## config.mk

```make
export PLATFORM = sky130hd
export DESIGN_NAME = sadcp_port
export DESIGN_NICKNAME = d
export VERILOG_FILES = /design/src/rtl/sadcp_pkg.sv /design/src/rtl/sadcp_port.sv /design/src/rtl/sadcp_sync.sv /design/src/rtl/sadcp_fifo.sv
export SDC_FILE = /design/constraint.sdc
export NUM_CORES = 1
export LEC_CHECK = 0
export BUFFER_PORTS_ARGS = -buffer_cell sky130_fd_sc_hd__buf_2
export CAP_MARGIN = 20
export CORE_MARGIN = 2
export CORE_UTILIZATION = 62
export DETAILED_ROUTE_END_ITERATION = 7
export PLACE_DENSITY = 0.79
export SYNTH_ARGS = -nofsm -noshare
export SYNTH_HDL_FRONTEND = slang
export SYNTH_SLANG_ARGS = --single-unit
```

## constraint.sdc

```tcl
create_clock -name mclk -period 4.5 [get_ports mclk]
set_input_delay 1.125 -clock mclk [delete_from_list [all_inputs] [get_ports mclk]]
set_output_delay 1.125 -clock mclk [all_outputs]
set_load 0.05 [all_outputs]
```

## src/rtl/sadcp_pkg.sv

```systemverilog
// Purpose: shared constants for the serial adc port sequencer
// Assumes: 12-bit result, 3-bit configuration word after the start bit
// Notes: counts are in shift-clock edges, not mclk cycles
package sadcp_pkg;
  localparam int RES_W = 12; // result width
  localparam int CNT_W = 4; // edge counter width
  localparam int FIFO_DEPTH = 32; // result words buffered
  localparam int FIFO_W = RES_W + 2; // {mode, odd, result}
  localparam int DRIVE_FALL = 4; // falls after start bit until line driven
  localparam logic [CNT_W-1:0] CFG_LAST = 4'h2; // count when bit-order bit arrives
  localparam logic [CNT_W-1:0] WIN_OPEN = 4'h1; // count when window opens
  localparam logic [CNT_W-1:0] CONV_LAST = 4'hb; // last conversion step
  localparam logic [CNT_W-1:0] LSB_START = 4'h1; // first bit of the reversed copy
  localparam logic [RES_W-1:0] TRIAL_INIT = 12'h800; // first trial bit (msb)
  localparam logic [RES_W-1:0] RES_RST = 12'h000; // result after reset
  localparam logic [2:0] CFG_RST = 3'h0; // configuration after reset
  localparam logic [5:0] FALL_RST = 6'h00; // helper count after reset

  // port sequence states
  typedef enum logic [2:0] {
    ST_IDLE = 3'b000, // looking for the start bit
    ST_CFG = 3'b001, // shifting in the configuration word
    ST_ARM = 3'b010, // waiting for the fall that starts conversion
    ST_CONV = 3'b011, // null bit and successive approximation
    ST_LSB = 3'b100, // reversed copy of the result
    ST_ZERO = 3'b101 // zero fill until select rises
  } sadcp_state_e;
endpackage

```

## src/rtl/sadcp_port.sv

```systemverilog
// Purpose: serial port and conversion sequencer of a 12-bit sampling adc
// Assumes: link pins are asynchronous; shift clock far slower than mclk
// Notes: the comparator answer is taken from the analog core each step
//
// Notes on behaviour
// - launch on falling edge, sample on rising
// - skip zeros, first one starts; then ignore
// - word is mode, channel/polarity, bit order
// - null bit, then result; select high resets
// - order bit one: msb first, then zeros
// - order bit zero: msb first, then lsb first
// - result is unipolar straight binary
// - drive line low on 4th fall
// - active only while select low
// - clock and data ignored while select high
// - core powers down after each conversion
// - power-down never waits for select rising
// - window opens before order bit, closes after
// - fall after order bit: hold and convert
`timescale 1ns/1ps
module sadcp_port
  import sadcp_pkg::*;
#(
  parameter int DEPTH = FIFO_DEPTH
) (
  // clock and reset
  input wire logic mclk,
  input wire logic rst,
  // serial link pins
  input wire logic select_shutdown_n,
  input wire logic sclk,
  input wire logic sdi,
  output logic sdo,
  output logic sdo_oe,
  // analog core control
  output logic core_power,
  output logic sample_window,
  output logic hold,
  output logic input_mode_bit,
  output logic chan_odd,
  output logic [RES_W-1:0] dac_code,
  input wire logic comp_high,
  // result stream
  output logic res_valid,
  input wire logic res_ready,
  output logic [FIFO_W-1:0] res_data
);
  logic [2:0] pins; // synchronised {select, clock, data}
  logic [2:0] pin_rise; // rising edges seen
  logic [2:0] pin_fall; // falling edges seen
  logic cs_hi; // select high: port held in reset
  logic sclk_rise; // host has launched, sample now
  logic sclk_fall; // launch our next bit
  logic din; // synchronised serial input
  sadcp_state_e state; // sequence position
  sadcp_state_e next_state;
  logic [CNT_W-1:0] cnt; // bit counter within a phase
  logic [CNT_W-1:0] next_cnt;
  logic [2:0] cfg; // {mode, odd, order} once complete
  logic [2:0] next_cfg;
  logic [RES_W-1:0] result; // decided bits so far
  logic [RES_W-1:0] next_result;
  logic [RES_W-1:0] trial; // one-hot bit under test
  logic [RES_W-1:0] next_trial;
  logic next_sdo;
  logic next_sdo_oe;
  logic next_window;
  logic next_hold;
  logic next_power;
  logic push; // result word to the buffer
  logic next_push;
  logic [FIFO_W-1:0] push_data;
  logic [FIFO_W-1:0] next_push_data;
  logic fifo_ready; // room for one more result
  logic [5:0] falls; // falls since start bit, checked below
  logic [5:0] next_falls;
  logic [RES_W-1:0] next_dac_code; // decided bits plus the bit under test
  logic [1:0] mux_sel; // {mode, odd} latched as each bit lands
  logic [1:0] next_mux_sel;

  // pins pass two flops before anything reads them
  sadcp_sync #(.W(3)) u_sync (
    .mclk(mclk),
    .rst(rst),
    .async_in({select_shutdown_n, sclk, sdi}),
    .sync_out(pins),
    .rise(pin_rise),
    .fall(pin_fall)
  );

  assign cs_hi = pins[2];
  assign sclk_rise = pin_rise[1];
  assign sclk_fall = pin_fall[1];
  assign din = pins[0];

  // mux address taken bit by bit, so the channel is steered while sampling;
  // the shift register alone only lines up after the order bit
  assign input_mode_bit = mux_sel[1];
  assign chan_odd = mux_sel[0];
  assign next_dac_code = next_result | next_trial;

  // sequencer next state
  always_comb begin
    next_state = state;
    next_cnt = cnt;
    next_cfg = cfg;
    next_mux_sel = mux_sel;
    next_result = result;
    next_trial = trial;
    next_sdo = sdo;
    next_sdo_oe = sdo_oe;
    next_window = sample_window;
    next_hold = hold;
    next_power = core_power;
    next_push = 1'b0;
    next_push_data = push_data;
    if (cs_hi) begin
      // select high: everything parked, pins ignored
      next_state = ST_IDLE;
      next_cnt = '0;
      next_sdo = 1'b0;
      next_sdo_oe = 1'b0;
      next_window = 1'b0;
      next_hold = 1'b0;
      next_power = 1'b0;
    end else begin
      unique case (state)
        ST_IDLE: begin
          // leading zeros are skipped; a start bit is ignored while the buffer is full
          if (sclk_rise && din && fifo_ready) begin
            next_state = ST_CFG;
            next_cnt = '0;
            next_power = 1'b1;
          end
        end
        ST_CFG: begin
          if (sclk_rise) begin
            next_cfg = {cfg[1:0], din};
            // mode bit first, then channel/polarity bit
            if (cnt == '0) begin
              next_mux_sel[1] = din;
            end
            if (cnt == WIN_OPEN) begin
              next_mux_sel[0] = din;
            end
            next_cnt = cnt + 1'b1;
            if (cnt == CFG_LAST) begin
              next_state = ST_ARM;
            end
          end
          // odd bit is launched on this fall: start sampling
          if (sclk_fall && cnt == WIN_OPEN) begin
            next_window = 1'b1;
          end
        end
        ST_ARM: begin
          // the fall after the order bit: hold, drive, null bit
          if (sclk_fall) begin
            next_state = ST_CONV;
            next_window = 1'b0;
            next_hold = 1'b1;
            next_sdo_oe = 1'b1;
            next_sdo = 1'b0;
            next_cnt = '0;
            next_result = RES_RST;
            next_trial = TRIAL_INIT;
          end
        end
        ST_CONV: begin
          // one decision per fall, shown on the line at once
          if (sclk_fall) begin
            next_sdo = comp_high;
            next_result = comp_high ? (result | trial) : result;
            next_trial = trial >> 1;
            next_cnt = cnt + 1'b1;
            if (cnt == CONV_LAST) begin
              // core off now; the shifter keeps going on its own
              next_power = 1'b0;
              next_hold = 1'b0;
              next_push = 1'b1;
              next_push_data = {cfg[2:1], next_result};
              next_cnt = LSB_START;
              next_state = cfg[0] ? ST_ZERO : ST_LSB;
            end
          end
        end
        ST_LSB: begin
          // b0 already out; repeat b1 up to b11
          if (sclk_fall) begin
            next_sdo = result[cnt];
            next_cnt = cnt + 1'b1;
            if (cnt == CONV_LAST) begin
              next_state = ST_ZERO;
            end
          end
        end
        ST_ZERO: begin
          // zeros for as long as the host keeps clocking
          if (sclk_fall) begin
            next_sdo = 1'b0;
          end
        end
        default: begin
          next_state = ST_IDLE;
        end
      endcase
    end
  end

  // sequencer registers
  always_ff @(posedge mclk or posedge rst) begin
    if (rst) begin
      state <= ST_IDLE;
      cnt <= '0;
      cfg <= CFG_RST;
      mux_sel <= CFG_RST[2:1];
      result <= RES_RST;
      trial <= RES_RST;
      dac_code <= RES_RST;
      sdo <= 1'b0;
      sdo_oe <= 1'b0;
      sample_window <= 1'b0;
      hold <= 1'b0;
      core_power <= 1'b0;
      push <= 1'b0;
      push_data <= '0;
    end else begin
      state <= next_state;
      cnt <= next_cnt;
      cfg <= next_cfg;
      mux_sel <= next_mux_sel;
      result <= next_result;
      trial <= next_trial;
      dac_code <= next_dac_code;
      sdo <= next_sdo;
      sdo_oe <= next_sdo_oe;
      sample_window <= next_window;
      hold <= next_hold;
      core_power <= next_power;
      push <= next_push;
      push_data <= next_push_data;
    end
  end

  // results wait here until the user side drains them;
  // one word per frame, and a frame starts only with room left
  sadcp_fifo #(.W(FIFO_W), .DEPTH(DEPTH)) u_fifo (
    .mclk(mclk),
    .rst(rst),
    .in_valid(push),
    .in_ready(fifo_ready),
    .in_data(push_data),
    .out_valid(res_valid),
    .out_ready(res_ready),
    .out_data(res_data)
  );

  // helper: falls counted from the start bit, saturating so it never wraps
  always_comb begin
    next_falls = falls;
    if (next_state == ST_IDLE) begin
      next_falls = FALL_RST;
    end else if (sclk_fall && falls != 6'h3f) begin
      next_falls = falls + 1'b1;
    end
  end

  // helper register
  always_ff @(posedge mclk or posedge rst) begin
    if (rst) begin
      falls <= FALL_RST;
    end else begin
      falls <= next_falls;
    end
  end
endmodule // sadcp_port

```

## src/rtl/sadcp_sync.sv

```systemverilog
// Purpose: two-flop synchroniser with edge detect for link pins
// Assumes: inputs are asynchronous to mclk
// Notes: edges are seen one to two mclk cycles after the pin moves
`timescale 1ns/1ps
module sadcp_sync #(
  parameter int W = 3
) (
  // clock and reset
  input wire logic mclk,
  input wire logic rst,
  // pins and synchronised view
  input wire logic [W-1:0] async_in,
  output logic [W-1:0] sync_out,
  output logic [W-1:0] rise,
  output logic [W-1:0] fall
);
  logic [W-1:0] meta; // first stage, read only by the second
  logic [W-1:0] prev; // delayed copy for edge detect

  // two stages plus one history flop
  always_ff @(posedge mclk or posedge rst) begin
    if (rst) begin
      meta <= '1;
      sync_out <= '1;
      prev <= '1;
    end else begin
      meta <= async_in;
      sync_out <= meta;
      prev <= sync_out;
    end
  end

  assign rise = sync_out & ~prev;
  assign fall = ~sync_out & prev;
endmodule // sadcp_sync

```

## src/rtl/sadcp_fifo.sv

```systemverilog
// Purpose: result buffer between the port and the user stream
// Assumes: depth is a power of two
// Notes: in_ready low means full, out_valid low means empty
`timescale 1ns/1ps
module sadcp_fifo #(
  parameter int W = 14,
  parameter int DEPTH = 32
) (
  // clock and reset
  input wire logic mclk,
  input wire logic rst,
  // fill side
  input wire logic in_valid,
  output logic in_ready,
  input wire logic [W-1:0] in_data,
  // drain side
  output logic out_valid,
  input wire logic out_ready,
  output logic [W-1:0] out_data
);
  localparam int AW = $clog2(DEPTH);
  logic [W-1:0] mem [DEPTH]; // storage flops
  logic [AW-1:0] wp; // write index
  logic [AW-1:0] rp; // read index
  logic [AW:0] cnt; // words held
  logic [AW-1:0] next_wp;
  logic [AW-1:0] next_rp;
  logic [AW:0] next_cnt;
  logic wr; // accepted write
  logic rd; // accepted read

  assign in_ready = (cnt != DEPTH[AW:0]);
  assign out_valid = (cnt != '0);
  assign out_data = mem[rp];
  assign wr = in_valid & in_ready;
  assign rd = out_valid & out_ready;

  // pointer and count update
  always_comb begin
    next_wp = wr ? wp + 1'b1 : wp;
    next_rp = rd ? rp + 1'b1 : rp;
    next_cnt = cnt + {{AW{1'b0}}, wr} - {{AW{1'b0}}, rd};
  end

  always_ff @(posedge mclk or posedge rst) begin
    if (rst) begin
      wp <= '0;
      rp <= '0;
      cnt <= '0;
    end else begin
      wp <= next_wp;
      rp <= next_rp;
      cnt <= next_cnt;
    end
  end

  // storage has no reset; only written words are ever read
  always_ff @(posedge mclk) begin
    if (wr) begin
      mem[wp] <= in_data;
    end
  end
endmodule // sadcp_fifo

```

==> metrics.txt <==
Switching Share=30.46%; reg-to-reg critical path startpoint=u_fifo.cnt[2]; CTS root buf=clkbuf_16; share of cells above drive strength 1=21.32%; post-route minimum period=4.265 ns; H-tree levels=2; CTS hold repair buffers=0; startpoint class of the critical path=register; register area=15750 sq um; worst hold margin=0.3523 ns; largest net degree at the start of global routing=61; vias in the first global route=11.54k; post-synth top area cell=edfxtp_1; Multi-input gate area=5436 sq um; CTS tree=done; max cap viols=0; final wirelength=46.30 mm; Final Setup Violations=0; setup bufs post-CTS=0; Post-Route Skew=0.03117 ns; Cell variety after synth=73; aggregate global routing overflow=0; CP arrival=3.14 ns; Core Rows=68; Switching Power=3.893 mW; fmax=234.5 MHz; Comb pwr share=24.0%; DRC Markers=0; VDD IR max=356.4 uV; GP Congestion=0.8837; # fillers=2130; Pwr per Cell Area=528.4 nW/um^2; drt wl/cell=25.71 microns; HP Start=u_sync.meta[2]; Post-DRT Antenna Nets=0; sequential power share=44.1%; # IOs=41; first-pass GRT wire length=70.07 mm; met1 WL=18.90 mm; Synth Cell Area=21540 sq um; Total Routing Usage GR=26.27%; clk_lat worst skew=0.59 ns; syn_area_per_cell=17.48 sq um; register area share after synthesis=73.07%; final hold vios=0; DR WL met3=3.782 mm; Slew HR=28.99%; initial antenna violation count=0; CP max stage delay=0.69 ns; CTS buffer count=52; Post-Synthesis Cells=1232; IO Port Bufs=40; top-area cell type share of the netlist area=62.45%; CP Cell Sequence=buf_12, mux2i_1, a221oi_1, a22oi_1, o221ai_1, buf_2; n_diodes=0; ys async rst share=16.88%; Clock Pin Slew Worst Setup and Hold Paths=0.06 ns; Top Layer Used=met4; EDFF count, synth=448; worst hold path class=reg2reg; Num Clock Sinks=539; via count=11.54k; critical path buffer and inverter count=2; RSZ-0062 raised after global routing=false; post-detail-place hpwl=27.06 mm; top_reg_cell synth=edfxtp_1; router iterations before antenna repair=5; crit path capture type=output port; Core ar.=34370 sq um; Setup TNS=0 ns; top cells by area, synth=edfxtp_1, dfrtp_1, mux2i_1; Vias per Instance=6.409; CP startpoint=u_fifo.rp[1]; Clock power frac=32.0%; Yosys reg bits=539; Initial Utilization=62.67%; Leakage=9.595 nW; outcome=complete, no violations; fin. max-slew vios=0; Worst path top cell family by delay=compound AO/OA/AOI/OAI gates; Final Cycle Share=94.77%; Setup CP Type=reg2out; most frequent cells in the layout=edfxtp_1, mux2i_1, dfrtp_1; DIE AREA=36250 sq um; syn_nets=1258; # nets final=1330; commonest non-fill, non-tap cell in the layout=edfxtp_1; Worst path slowest cell=dfrtp_4; synthesis-to-layout area growth=12.31%; initial DRC count=1092; Int Power=8.890 mW; slew at the pin closest to its max-slew limit=1.064 ns; Die Height=190.4 microns; met2 WL post-DR=22.30 mm; CTS Buffer Depth=3; Req. time, crit path=3.38 ns; maximum fanout along the worst path=52; die span in x=190.4 microns; Ys Warns=0
-- area by class of cell --
type                            count  area share, %
Timing Repair Buffer               85          3.113
Sequential cell                   539          65.09
Clock buffer                       76          6.041
Clock inverter                     20         0.5689
Inverter                           23         0.3620
Tap cell                          455          2.353
Multi-Input combinational cell    603          22.47
-- kinds of logic after synthesis --
family,Yosys count,share of synthesized area (%)
muxes,211,13.30
adders and majority gates,19,1.138
and+or+nand+nor,188,4.409
DFF,539,73.07
AOI/OAI and AO/OA,174,5.698
buffers and inverters,90,1.940
xor gates and xnor gates,11,0.4473
-- timing repair --
item | in CTS | in global routing
resized for setup | 0 | 1
endpoints found under the hold margin | 0 | 0
endpoints found under the setup margin | 0 | 1
-- metrics by stage --
step           power, mW  setup slack [ns]  utilization, %  instances  instance area, sq um
6_report           12.78            0.2353           70.38       1801                 24190
4_1_cts            12.82            0.2211           69.62       1789                 23930
3_3_place_gp       8.756            0.8473           64.92       1692                 22320
5_1_grt            13.23            0.1700           70.38       1801                 24190
3_5_place_dp       8.781            0.8765           64.97       1693                 22330
2_1_floorplan      7.999             1.023               -       1232                 21540
-- power groups by stage --
stage	Sequential (mW)	Combinational, mW	Clock [mW]
6_report	5.63	3.06	4.08
5_1_grt	5.65	3.24	4.34
4_1_cts	5.63	3.06	4.13
3_5_place_dp	5.73	3.05	0
3_3_place_gp	5.73	3.03	0
2_1_floorplan	5.66	2.34	0
-- worst register-to-register path, cell delays in order, from the launching register on --
cell and delay [ns]:
dfrtp_1 0.36, inv_1 0.06, ha_1 0.20, nand4bb_1 0.15, and2_1 0.41, nand2_1 0.41
nor2_1 0.80, buf_4 0.31
-- sequential cells by signal, summed over array words and instances, names as in the netlist, 2 cells and up --
register         flops
push_data           14
cnt                  4
u_sync.meta          3
u_sync.sync_out      3
u_fifo.wp            5
mux_sel              2
u_fifo.rp            5
u_fifo.cnt           6
u_fifo.mem         448
cfg                  3
result              12
dac_code            12
trial               12
state                3
-- metal layers --
layer  vias to the layer above  track usage [%]
li1                       4972                -
met1                      5920            37.61
met2                       571            41.36
met3                        80            5.006
met4                         0            8.885
met5                         -                0
-- worst paths after layout --
check,endpoint,slack (ns),cells after the start
worst max-delay path,res_data[5],0.24,6
worst min-delay path,u_sync.sync_out[2],0.35,0
worst max register to register,u_fifo.mem[3][12],1.48,7
worst min register to register,u_sync.sync_out[2],0.35,0
max in group asynchronous,trial[9],3.08,4
min in group asynchronous,u_fifo.rp[4],0.55,2
-- cells in the mapped netlist, types with 2 or more instances --
cell,n
nand3_1,14
mux2_1,2
inv_1,21
nor2_1,71
or3_1,2
a31oi_1,3
buf_2,40
a22o_1,25
a221oi_1,11
nor2b_1,6
edfxtp_1,448
nor3_1,4
buf_4,4
nand3b_1,3
xnor2_1,8
buf_6,2
or2_2,13
a22oi_1,17
mux2i_1,140
nand2_1,47
o21bai_1,2
dfrtp_1,84
mux2_2,10
and2_1,3
o31ai_1,2
ha_1,18
clkbuf_1,20
xor2_1,3
nor2_4,2
a21o_1,4
nand2b_1,3
a21oi_1,67
nand4_1,6
mux4_2,59
a211oi_1,3
o21ai_0,9
dfstp_2,7
o221ai_1,14
Note: power is estimated with default switching activity, not from simulation.
